**src/esb_map.svh**
```systemverilog
// constants of the external sram bus cycle generator
`ifndef ESB_MAP_SVH
`define ESB_MAP_SVH
// system clock rate in hertz
`define ESB_CLK_HZ 10000000
// system clock ticks that make one bus state
`define ESB_TICKS_PER_STATE 20
// read strobe high share of the first bus state, percent
`define ESB_DUTY_SHORT_PCT 35
`define ESB_DUTY_HALF_PCT 50
// boot mode codes that leave area 0 as external memory
`define ESB_BOOT_EXT8 3'h0
`define ESB_BOOT_EXT16 3'h1
// bit of the first wait control register that picks store pitch
`define ESB_WCR_PITCH_BIT 1
// wait control registers: reset value, all wait enables set
`define ESB_WCR_RESET 8'hFF
// area whose wait pin is taken by the area 7 chip select
`define ESB_AREA_NOPIN 3'h3
// address bit that picks bus width in area 6
`define ESB_MUXIO_WIDTH_BIT 14
// address bits that select the area, and the top space bit
`define ESB_AREA_LSB 24
`define ESB_TOP_BIT 27
// chip select reset value, all inactive
`define ESB_CS_IDLE 8'hFF
`endif

```
**src/esb_pkg.sv**
```systemverilog
// types of the external sram bus cycle generator
package esb_pkg;
    // bus cycle sequencer states
    typedef enum logic [2:0] {
        ESB_ST_IDLE,
        ESB_ST_FIRST,
        ESB_ST_LONG,
        ESB_ST_PINWAIT,
        ESB_ST_FINAL
    } esb_state_t;
    // who owns the bus cycle
    typedef enum logic [1:0] {
        ESB_KIND_CPU,
        ESB_KIND_DMA_DUAL,
        ESB_KIND_DMA_SINGLE,
        ESB_KIND_RSVD
    } esb_kind_t;
    // area number
    typedef logic [2:0] esb_area_t;
endpackage : esb_pkg

```
**src/esb_state_timer.sv**
```systemverilog
// tick counter that divides each bus state into clock ticks
`timescale 1ns/100ps
module esb_state_timer #(
    parameter int TPS = 20,
    parameter int TW = 5
) (
    // clock and reset
    input wire logic i_clk,
    input wire logic i_rst_n,
    // count while a bus cycle runs
    input wire logic i_run,
    // tick inside the current state and its last tick
    output logic [TW-1:0] o_tick,
    output logic o_last
);
    logic [TW-1:0] cnt_q;
    logic [TW-1:0] cnt_d;

    // wrap at the end of every state, hold zero when idle
    assign o_last = i_run & (cnt_q == TW'(TPS - 1));
    assign cnt_d = (!i_run || o_last) ? '0 : cnt_q + TW'(1);
    assign o_tick = cnt_q;

    // tick register
    always_ff @(posedge i_clk) begin
        if (!i_rst_n) begin
            cnt_q <= '0;
        end else begin
            cnt_q <= cnt_d;
        end
    end
endmodule : esb_state_timer

```
**src/esb_sram_cycle.sv**
```systemverilog
// external sram bus cycle generator: area decode, wait states, strobes
// What this block does
// - accept area 0,1,2-4,5,6,7 as sram space only under their mode conditions
// - run each external access as a base cycle of one or two states
// - read strobe stays high 35 percent of first state if duty bit set, else 50
// - processor and dual dma reads use wait reg one, single dma uses reg two
// - areas 1,3,4,5,7 with wait bit clear end in one state, pin ignored
// - same areas with wait bit set sample pin, two states plus pin waits
// - those areas sample wait low before second state, hold while low
// - areas 0,2,6 wait bit clear take one plus long waits, pin ignored
// - same areas wait bit set add pin waits to one plus long waits
// - long wait areas sample pin before last long wait, hold while low
// - processor writes in areas 1,3,4,5,7 always two states plus pin waits
// - processor writes in areas 0,2,6 take one plus long plus pin waits
// - with dram space on, the pitch bit picks short or long store pitch
// - area 3 never gets pin waits since its pin is shared
// - style bit set gives common store plus byte selects, clear gives split stores
// - pins share address bit/upper select, upper store/lower select, lower/common
// - both strobe styles work for byte access to sixteen bit spaces
// - eight bit spaces use address bit, common store, leave middle pin idle
// - areas 2 to 4 are eight bit at top bit 0, sixteen at 1, own select
// - area 6 long wait from its own field, areas 0 and 2 share another
`timescale 1ns/100ps
`include "esb_map.svh"
module esb_sram_cycle import esb_pkg::*; #(
    parameter int TPS = `ESB_TICKS_PER_STATE
) (
    // clock and reset
    input wire logic I_CLK_SYS,
    input wire logic I_RST_N,
    // mode and configuration bits
    input wire logic [2:0] i_boot_mode_pins,
    input wire logic i_dram_space_enable,
    input wire logic i_mux_io_space_enable,
    input wire logic i_read_strobe_duty_select,
    input wire logic i_byte_strobe_style,
    input wire logic [7:0] i_wait_ctrl_reg_first,
    input wire logic [7:0] i_wait_ctrl_reg_second,
    input wire logic [1:0] i_long_wait_count_areas_0_2,
    input wire logic [1:0] i_long_wait_count_area_6,
    // access request
    input wire logic i_req,
    input wire logic [27:0] i_addr,
    input wire logic i_write,
    input wire logic i_word,
    input wire esb_kind_t i_kind,
    input wire logic [15:0] i_wdata,
    // access answer
    output logic o_busy,
    output logic o_done,
    output logic o_reject,
    output logic [15:0] o_rdata,
    // external memory pins
    input wire logic I_WAIT_N,
    input wire logic [15:0] i_data_in,
    output logic [15:0] o_data_out,
    output logic o_data_oe,
    output logic [21:0] o_addr,
    output logic [7:0] o_cs_n,
    output logic o_rd_n,
    output logic o_pin_a0_upsel_n,
    output logic o_pin_upst_losel_n,
    output logic o_pin_lost_st_n,
    output logic o_store_pitch_long
);
    localparam int TW = $clog2(TPS + 1);
    // high part of the first state in ticks, rounded up
    localparam int HI_SHORT = (TPS * `ESB_DUTY_SHORT_PCT + 99) / 100;
    localparam int HI_HALF = (TPS * `ESB_DUTY_HALF_PCT + 99) / 100;

    // captured access, steady for the whole cycle
    esb_state_t st_q;
    esb_state_t st_d;
    logic [1:0] left_q;
    logic [1:0] left_d;
    logic [27:0] addr_q;
    esb_area_t area_q;
    logic write_q;
    logic word_q;
    logic wide_q;
    logic longw_q;
    logic use_wait_q;
    logic pin_ok_q;
    logic [1:0] lw_q;
    logic duty_q;
    logic style_q;
    logic [15:0] wdata_q;
    logic done_q;
    logic reject_q;
    logic [15:0] rdata_q;

    // timer outputs
    logic [TW-1:0] tick;
    logic st_last;
    logic running;

    // request decode
    esb_area_t req_area;
    logic req_top;
    logic [7:0] area_ext;
    logic req_ext;
    logic take;
    logic req_longw;
    logic [7:0] wait_bits;
    logic req_use_wait;
    logic req_pin_ok;
    logic req_wide;
    logic [1:0] req_lw;
    logic finish;

    assign req_area = i_addr[`ESB_AREA_LSB+2:`ESB_AREA_LSB];
    assign req_top = i_addr[`ESB_TOP_BIT];

    // which areas are plain external memory right now
    assign area_ext[0] = (i_boot_mode_pins == `ESB_BOOT_EXT8) | (i_boot_mode_pins == `ESB_BOOT_EXT16);
    assign area_ext[1] = ~i_dram_space_enable;
    assign area_ext[2] = 1'b1;
    assign area_ext[3] = 1'b1;
    assign area_ext[4] = 1'b1;
    assign area_ext[5] = req_top;
    assign area_ext[6] = ~i_mux_io_space_enable | req_top;
    assign area_ext[7] = ~req_top;
    assign req_ext = area_ext[req_area];
    assign take = i_req & (st_q == ESB_ST_IDLE) & ~done_q & ~reject_q;

    // long wait areas and their count field
    assign req_longw = (req_area == 3'h0) | (req_area == 3'h2) | (req_area == 3'h6);
    assign req_lw = (req_area == 3'h6) ? i_long_wait_count_area_6 : i_long_wait_count_areas_0_2;

    // wait register selection by bus master and direction
    assign wait_bits = (i_kind == ESB_KIND_DMA_SINGLE) ? i_wait_ctrl_reg_second : i_wait_ctrl_reg_first;
    // processor and dual writes ignore the first register and always wait
    assign req_use_wait = (i_write & (i_kind != ESB_KIND_DMA_SINGLE)) | wait_bits[req_area];
    // area 3 loses its wait pin to the area 7 select
    assign req_pin_ok = req_use_wait & (req_area != `ESB_AREA_NOPIN);

    // bus width per area
    always_comb begin
        req_wide = 1'b0;
        case (req_area)
            3'h0: req_wide = (i_boot_mode_pins == `ESB_BOOT_EXT16);
            3'h1: req_wide = req_top;
            3'h2: req_wide = req_top;
            3'h3: req_wide = req_top;
            3'h4: req_wide = req_top;
            3'h5: req_wide = 1'b1;
            3'h6: req_wide = req_top | i_addr[`ESB_MUXIO_WIDTH_BIT];
            3'h7: req_wide = 1'b0;
            default: req_wide = 1'b0;
        endcase
    end

    // state timer
    assign running = (st_q != ESB_ST_IDLE);
    esb_state_timer #(
        .TPS(TPS),
        .TW(TW)
    ) u_timer (
        .i_clk(I_CLK_SYS),
        .i_rst_n(I_RST_N),
        .i_run(running),
        .o_tick(tick),
        .o_last(st_last)
    );

    // bus state sequencer, leaves idle on a taken request to an external area, else moves only at the last tick of a state
    always_comb begin
        st_d = st_q;
        left_d = left_q;
        finish = 1'b0;
        case (st_q)
            ESB_ST_IDLE: begin
                if (take & req_ext) begin
                    st_d = ESB_ST_FIRST;
                end
            end
            ESB_ST_FIRST: begin
                if (st_last) begin
                    if (!longw_q) begin
                        if (!use_wait_q) begin
                            finish = 1'b1;
                            st_d = ESB_ST_IDLE;
                        end else if (pin_ok_q && !I_WAIT_N) begin
                            st_d = ESB_ST_PINWAIT;
                        end else begin
                            st_d = ESB_ST_FINAL;
                        end
                    end else if (lw_q == 2'h0 && pin_ok_q && !I_WAIT_N) begin
                        // single long wait: its sample point is the end of the first state
                        st_d = ESB_ST_PINWAIT;
                    end else begin
                        st_d = ESB_ST_LONG;
                        left_d = lw_q;
                    end
                end
            end
            ESB_ST_LONG: begin
                if (st_last) begin
                    if (left_q == 2'h0) begin
                        finish = 1'b1;
                        st_d = ESB_ST_IDLE;
                    end else if (left_q == 2'h1 && pin_ok_q && !I_WAIT_N) begin
                        st_d = ESB_ST_PINWAIT;
                    end else begin
                        left_d = left_q - 2'h1;
                    end
                end
            end
            ESB_ST_PINWAIT: begin
                // hold while the pin is low, then the last state
                if (st_last && I_WAIT_N) begin
                    if (longw_q) begin
                        st_d = ESB_ST_LONG;
                        left_d = 2'h0;
                    end else begin
                        st_d = ESB_ST_FINAL;
                    end
                end
            end
            ESB_ST_FINAL: begin
                if (st_last) begin
                    finish = 1'b1;
                    st_d = ESB_ST_IDLE;
                end
            end
            default: begin
                st_d = ESB_ST_IDLE;
            end
        endcase
    end

    // sequencer registers
    always_ff @(posedge I_CLK_SYS) begin
        if (!I_RST_N) begin
            st_q <= ESB_ST_IDLE;
            left_q <= 2'h0;
        end else begin
            st_q <= st_d;
            left_q <= left_d;
        end
    end

    // capture the access so pins stay steady through all states
    always_ff @(posedge I_CLK_SYS) begin
        if (!I_RST_N) begin
            addr_q <= '0;
            area_q <= '0;
            write_q <= 1'b0;
            word_q <= 1'b0;
            wide_q <= 1'b0;
            longw_q <= 1'b0;
            use_wait_q <= 1'b0;
            pin_ok_q <= 1'b0;
            lw_q <= 2'h0;
            duty_q <= 1'b0;
            style_q <= 1'b0;
            wdata_q <= '0;
        end else if (take && req_ext) begin
            addr_q <= i_addr;
            area_q <= req_area;
            write_q <= i_write;
            word_q <= i_word;
            wide_q <= req_wide;
            longw_q <= req_longw;
            use_wait_q <= req_use_wait;
            pin_ok_q <= req_pin_ok;
            lw_q <= req_lw;
            duty_q <= i_read_strobe_duty_select;
            style_q <= i_byte_strobe_style;
            wdata_q <= i_wdata;
        end
    end

    // answer pulses and read data
    always_ff @(posedge I_CLK_SYS) begin
        if (!I_RST_N) begin
            done_q <= 1'b0;
            reject_q <= 1'b0;
            rdata_q <= '0;
        end else begin
            done_q <= finish;
            reject_q <= take & ~req_ext;
            if (finish && !write_q) begin
                rdata_q <= i_data_in;
            end
        end
    end

    // strobe timing inside the cycle
    logic in_first;
    logic [TW-1:0] rd_hi;
    logic rd_act;
    logic st_act;
    logic upper;
    logic lower;
    logic byte_sel_up;
    logic byte_sel_lo;

    assign in_first = (st_q == ESB_ST_FIRST);
    // high share of the first state before the read strobe falls
    assign rd_hi = duty_q ? TW'(HI_SHORT) : TW'(HI_HALF);
    assign rd_act = running & ~write_q & ~(in_first & (tick < rd_hi));
    // store strobe falls at the middle of the first state
    assign st_act = running & write_q & ~(in_first & (tick < TW'(HI_HALF)));

    // byte lanes: even address is the upper byte
    assign upper = word_q | ~addr_q[0];
    assign lower = word_q | addr_q[0];
    assign byte_sel_up = running & wide_q & upper;
    assign byte_sel_lo = running & wide_q & lower;

    // shared pin functions picked by the strobe style
    always_comb begin
        o_pin_a0_upsel_n = addr_q[0];
        o_pin_upst_losel_n = 1'b1;
        o_pin_lost_st_n = ~st_act;
        if (!wide_q) begin
            // narrow space: address bit, common store, middle pin idle
            o_pin_a0_upsel_n = addr_q[0];
            o_pin_upst_losel_n = 1'b1;
            o_pin_lost_st_n = ~st_act;
        end else if (style_q) begin
            o_pin_a0_upsel_n = ~byte_sel_up;
            o_pin_upst_losel_n = ~byte_sel_lo;
            o_pin_lost_st_n = ~st_act;
        end else begin
            o_pin_a0_upsel_n = addr_q[0];
            o_pin_upst_losel_n = ~(st_act & upper);
            o_pin_lost_st_n = ~(st_act & lower);
        end
    end

    // address, chip selects and data bus
    always_comb begin
        o_cs_n = `ESB_CS_IDLE;
        if (running) begin
            o_cs_n[area_q] = 1'b0;
        end
    end
    assign o_addr = addr_q[21:0];
    assign o_rd_n = ~rd_act;
    assign o_data_out = wdata_q;
    assign o_data_oe = running & write_q;

    // dram store pitch follows the pitch bit only with dram space on
    assign o_store_pitch_long = i_dram_space_enable & i_wait_ctrl_reg_first[`ESB_WCR_PITCH_BIT];

    // status
    assign o_busy = running | done_q | reject_q;
    assign o_done = done_q;
    assign o_reject = reject_q;
    assign o_rdata = rdata_q;
endmodule : esb_sram_cycle

```
**config.mk**
```make
export PLATFORM = sky130hd
export DESIGN_NAME = esb_sram_cycle
export DESIGN_NICKNAME = d
export VERILOG_FILES = /design/src/esb_pkg.sv /design/src/esb_state_timer.sv /design/src/esb_sram_cycle.sv
export VERILOG_INCLUDE_DIRS = /design/src
export SDC_FILE = /design/constraint.sdc
export NUM_CORES = 1
export LEC_CHECK = 0
export ABC_AREA = 1
export BUFFER_PORTS_ARGS = -buffer_cell sky130_fd_sc_hd__buf_2
export CELL_PAD_IN_SITES_DETAIL_PLACEMENT = 1
export CELL_PAD_IN_SITES_GLOBAL_PLACEMENT = 2
export CORE_ASPECT_RATIO = 0.7
export CORE_UTILIZATION = 24
export DETAILED_ROUTE_END_ITERATION = 10
export PLACE_DENSITY = 0.82
export SKIP_LAST_GASP = 1
export SLEW_MARGIN = 0
export SYNTH_ARGS = -nofsm -noshare
export SYNTH_HDL_FRONTEND = slang
export SYNTH_HIERARCHICAL = 1
export SYNTH_SLANG_ARGS = --single-unit
```
**constraint.sdc**
```tcl
create_clock -name I_CLK_SYS -period 2.3 [get_ports I_CLK_SYS]
set_clock_uncertainty 0.1 [all_clocks]
set_input_delay 0.23 -clock I_CLK_SYS [delete_from_list [all_inputs] [get_ports I_CLK_SYS]]
set_output_delay 0.23 -clock I_CLK_SYS [all_outputs]
set_load 0.02 [all_outputs]
```
### Word-level counts from Yosys, hierarchy flattened

Index checks and enable logic that the tools add are counted.

* add/sub/neg operators: 2
* magnitude comparators: 5
* equal/unequal tests: 28
* muxes and demuxes: 46
* bitwise operators: 48
* reductions and logical operators: 24

Operators by type and width (number)
* two-way mux 3 bit: 11
* AND 1 bit: 20
* inequality test 2 bit (second input constant): 10
* two-way mux 2 bit: 9
* inverter 1 bit: 17
* two-way mux 1 bit: 16
* two-way mux 8 bit: 2
* equality test 3 bit (second input constant): 5
* one-hot mux 3 bit (5 select lines): 1
* equality test 3 x 2 -> 1 bit (second input constant): 4
* OR 1 bit: 10
* equality test 3 x 1 -> 1 bit (second input constant): 3
* logical AND 1 bit: 9
* logical NOT 3 bit: 3
* AND reduction 9 bit: 1
* < comparator 3 x 4 -> 1 bit (second input constant): 2
* inverter 8 bit: 1
* binary-select mux 1 bit (select 3 bit): 2
* one-hot mux 2 bit (3 select lines): 1
* AND reduction 6 bit: 1
* nonzero test 3 bit: 2
* adder 5 x 1 -> 5 bit (second input constant): 1
* equality test 5 bit (second input constant): 1
* < comparator 5 x 4 -> 1 bit: 1
* other kinds (17): 20

* register bits: 79
* input bits: 95
* output and inout port bits: 71
* logic and storage cells: 171

### Longest topological paths before layout

* depth in word-level cells: 8
* mapped depth: 11
* mapped depth without buffers: 11

### Modules after synthesis

The synthesis kept the hierarchy.

Modules (own cells, without submodules)
* esb_sram_cycle: times used 1, cells each 498, area each 3429.5 µm², sequential area each 1481.4 µm²
* esb_state_timer: times used 1, cells each 35, area each 250.2 µm², sequential area each 100.1 µm²

### Least setup slack after synthesis

OpenSTA, ideal clock, no wires.

* path type: flip-flop to flip-flop
* start point: register u_timer.cnt_q[0], in the netlist u_timer/o_tick[0]
* end point: register st_q[1]
* library setup time: 115 ps
* arrival time: 1753 ps
* data required time: 2085 ps
* slack: 332 ps
* cell stages (with the launch flop): 11
* path buffers: 0
* period minus slack after synthesis: 1968 ps
* cells stage by stage: dfxtp_1 -> ha_1 -> nand4_2 -> nor2_1 -> inv_1 -> a21oi_1 -> o22ai_1 -> nor3_1 -> nand3_1 -> nand2_1 -> nor2_1

* cells in the longest elaborated chain, start to end: 5
* elaborated cells between the ends (all ways): 8
* those cells by class: eq/ne: 5; bitwise: 1; reduce/logical: 2

RTL lines
* from (decl): line esb_state_timer.sv:16 `logic [TW-1:0] cnt_q;`
* from (signal assigned): line esb_state_timer.sv:29 `cnt_q <= cnt_d;`
* equality test 5 bit *: line esb_state_timer.sv:20 `assign o_last = i_run & (cnt_q == TW'(TPS - 1));`
* AND 1 bit *: line esb_state_timer.sv:20
* named net st_last: line esb_sram_cycle.sv:94 `logic st_last;`
* logical AND 1 bit: line esb_sram_cycle.sv:211 `if (st_last && I_WAIT_N) begin`
* inequality test 2 bit (no source line)
* AND reduction 6 bit (no source line) *
* to (signal assigned): line esb_sram_cycle.sv:238 `st_q <= st_d;`
* to (decl): line esb_sram_cycle.sv:72 `esb_state_t st_q;`

Mark *: on every way through the listed nets, which the timed path passes. The rest lies on a longest branch.
A chain may end at the register's enable or synchronous reset.

### Worst setup path in the final report

* start point: register st_q[1]
* end point: output o_pin_upst_losel_n

* elaborated cells between the ends (all ways): 13
* those cells by class: eq/ne: 1; mux: 2; bitwise: 9; reduce/logical: 1

RTL lines
* nonzero test 3 bit *: line esb_sram_cycle.sv:154 `assign running = (st_q != ESB_ST_IDLE);`
* named net running: line esb_sram_cycle.sv:95 `logic running;`
* AND 1 bit (2 in a row): line esb_sram_cycle.sv:304 `assign st_act = running & write_q & ~(in_first & (tick < TW'(HI_HALF)));`
* AND 1 bit: line esb_sram_cycle.sv:328 `o_pin_upst_losel_n = ~(st_act & upper);`
* inverter 1 bit: line esb_sram_cycle.sv:328
* two-way mux 1 bit *: line esb_sram_cycle.sv:322 `end else if (style_q) begin`
* two-way mux 1 bit *: line esb_sram_cycle.sv:317 `if (!wide_q) begin`
* to (decl): line esb_sram_cycle.sv:62 `output logic o_pin_upst_losel_n,`

Marked as above.

==> summary.txt <==
Die
  – Standard-cell rows: 37
  – I/O Pins: 166
  – Die area: between 15,000 and 20,000 um^2
  – Initial Util: 0.248
  – Core region area: ~15,000 um^2
  – Die Width: roughly 150 um
  – Die Height: 106 um

Finish
  – Non-Filler Instances: 895
  – Nets: 795
  – # diodes: 0
  – Synthesis-to-finish area growth: 37.1%
  – Layout cell share with drive strength beyond 1: 0.300

Setup path
  – Maximum fanout along the worst path: 6
  – Crit path capture type: primary output
  – Critical path class: flop to primary output
  – CP Launch Type: flop
  – Worst r2r path cells: 10
  – WP data arrival: 1.80 ns
  – Critical Path RT: 1.97 ns

Clocking
  – CTS max path bufs: 2
  – Worst-Skew Late Latency: 0.33 ns
  – CTS Buf Count: 9
  – Htree depth: 3
  – Post-CTS Setup Bufs: 0
  – Worst-path clk slew: 0.06 ns
  – Root Driver: clkbuf_16
  – CTS resizes: 1
  – CTS tree: yes
  – CTS hold repair buffers: 0
  – TritonCTS Sinks: slightly below 80

Yosys
  – Mean area per synthesized cell: 6.90 um^2
  – Sequential area share after synthesis: 0.430
  – Net Count, Synth: 633
  – Seq cells post-synth: about 80
  – Cell Area, Synth: 3680 um^2
  – Synth Warn #: 6
  – Mapped Cells: 533
  – Unique cell type count in the Yosys netlist: 32

GRT
  – First-pass GRT wire length: 20,100 um
  – Most Used Layer, Global Route: met2
  – Met1 Resource Use GR: 0.195
  – Met2 Track Usage GR: 0.265
  – Largest net degree at the start of global routing: 42
  – Met3 Use GR: 0.0545
  – Total global routing overflow: 0
  – Vias in the first global route: 4,192
  – Initial antenna violation count: 2
  – Tot GR Track Use: 0.158

Placed design
  – Post-DP HPWL: 9540 um
  – Routability cong.: 0.781
  – Inst Count DP: 879
  – Port buffer count: around 160

STA
  – Unrepaired setup endpoints after global routing: yes
  – Relative slew slack: 0.618
  – Setup violators final: 0
  – WHS: 0.0385 ns
  – Count of final hold-check violations: 0
  – Aggregate negative setup slack: 0 ns
  – Highest clock rate: 469 MHz
  – Slew at the pin closest to its max-slew limit: 0.572 ns
  – Final max-slew violation count: 0
  – Min cycle time layout: 2.13 ns
  – Final Cycle Share: 0.926

Job
  – Max Cap Violations: 0

Power and ir drop
  – Peak VDD IR: 363 uV
  – Leakage power: 2.41 nW
  – Pwr dens: around 910 nW/um^2

Drt
  – Iteration count of the initial detailed-routing pass: 4
  – Per-cell routed wire length: 13.7 um
  – DRC violations left: 0
  – Vias/cell: 4.51
  – Initial DRC count: 162
  – DRT antenna net count: 0
  – DRT Wirelength: 12,300 um
  – Vias: 4,036

Worst hold path
  – Hold Path Cell Cnt: 3
  – Hold Path Class: input port to flop

Outcome
  – Status: completed
[critical path: stages, from the launching register on]
cell and delay [ns]:
dfxtp_2 0.39, inv_1 0.11, nand2_2 0.18, clkinv_2 0.13
nor2_4 0.15, nand2_1 0.07, o32ai_1 0.23, inv_1 0.06
buf_2 0.16
[worst paths after layout]
kind	startpoint	end	slack [ns]
hold reg to reg	o_rdata[4]	o_rdata[4]	0.36
setup / recovery	st_q[1]	o_pin_upst_losel_n	0.17
setup reg to reg	u_timer/o_tick[0]	left_q[1]	0.22
hold / removal	i_addr[21]	addr_q[21]	0.04
[through the flow]
stage / total power [mW] / cell area (um^2) / utilization / setup slack [ns]
floorplan: 2.60 / 3680 / - / 0.332
global placement: 3.04 / 4720 / 0.318 / 0.217
detailed placement: 3.11 / 4720 / 0.318 / 0.105
CTS: 4.64 / 5040 / 0.340 / 0.0310
global route: 4.87 / 5040 / 0.341 / -0.00862
finish: 4.58 / 5040 / 0.341 / 0.169
[placed cells by master (no fill, tap or decap)]
master / synthesis / routed
a21oi_1: 76 / 76
o211ai_2: 1 / 1
nor2_1: 29 / 27
clkinv_4: 0 / 1
clkbuf_8: 0 / 2
buf_4: 11 / 6
clkinv_2: 1 / 1
nor3_1: 4 / 4
o22ai_1: 3 / 3
o21ai_1: 2 / 2
bufinv_16: 0 / 1
or2_2: 1 / 1
o21ai_0: 21 / 21
a31oi_1: 1 / 1
o32ai_1: 1 / 1
dfxtp_2: 0 / 1
a211oi_1: 2 / 2
nand2_1: 163 / 163
inv_2: 3 / 4
a21oi_4: 1 / 1
inv_1: 60 / 60
buf_2: 0 / 163
inv_6: 0 / 2
nand4_2: 1 / 1
nand3_1: 41 / 41
xnor2_1: 1 / 1
nand3b_4: 1 / 1
dfxtp_1: 79 / 78
nand2_2: 5 / 5
nor2_4: 1 / 2
o211ai_1: 1 / 1
ha_1: 5 / 5
nor2_2: 3 / 4
clkbuf_16: 0 / 9
nand4_1: 3 / 3
o311ai_0: 1 / 1
clkinvlp_4: 0 / 1
buf_12: 0 / 3
[synth_stat cells]
cell | instances | area [um^2]
ha_1 | 5 | 62.6
nand2_2 | 5 | 31.3
nor2_2 | 3 | 18.8
nor2_1 | 29 | 109
nand3_1 | 41 | 205
o211ai_1 | 1 | 7.51
o22ai_1 | 3 | 18.8
o21ai_1 | 2 | 10.0
clkinv_1 | 1 | 3.75
a21oi_4 | 1 | 16.3
nand4_1 | 3 | 18.8
nor2_4 | 1 | 11.3
dfxtp_1 | 79 | 1580
inv_1 | 60 | 225
buf_6 | 1 | 11.3
buf_4 | 11 | 82.6
xnor2_1 | 1 | 8.76
nand4_2 | 1 | 12.5
o311ai_0 | 1 | 8.76
nand2_1 | 163 | 612
a31oi_1 | 1 | 6.26
o211ai_2 | 1 | 12.5
clkbuf_1 | 9 | 33.8
a21oi_1 | 76 | 380
o21ai_0 | 21 | 105
inv_2 | 3 | 11.3
o32ai_1 | 1 | 8.76
nor3_1 | 4 | 20.0
a211oi_1 | 2 | 15.0
clkinv_2 | 1 | 5.00
nand3b_4 | 1 | 20.0
or2_2 | 1 | 6.26
[registers in the layout (all words and copies together) (netlist names), 2 cells and up]
name,cells
addr_q,22
area_q,3
o_data_out,16
lw_q,2
st_q,3
u_timer/o_tick,5
o_rdata,16
left_q,2
[cell type report]
type	count	area [um^2]
fill	1916	9770
multi-input combinational	368	1740
sequential	79	1580
timing repair buffer	172	921
clock buffer	11	253
inverter	65	245
tap	195	244
clock inverter	5	63.8
[kinds of logic after synthesis]
family,after synthesis,share of synthesized area
AOI/OAI and AO/OA,110,0.160
buffers and inverters,86,0.101
and+or+nand+nor,252,0.289
adders and majority gates,5,0.0170
DFF,79,0.430
xor gates and xnor gates,1,0.00238
[routing by layer]
| layer | wire length [um] | up-vias |
|---|---|---|
| met5 | 23 | - |
| met4 | 78 | 4 |
| met3 | 882 | 12 |
| met2 | 5770 | 94 |
| met1 | 5550 | 1896 |
| li1 | - | 2030 |
[report_power, final]
group          leakage, nW  internal [mW]  switching, mW
Combinational         1.61          0.478          0.925
Sequential           0.644           1.55          0.122
Clock                0.153          0.910          0.599
Total                 2.41           2.94           1.65
Note: power is estimated with default switching activity, not from simulation.
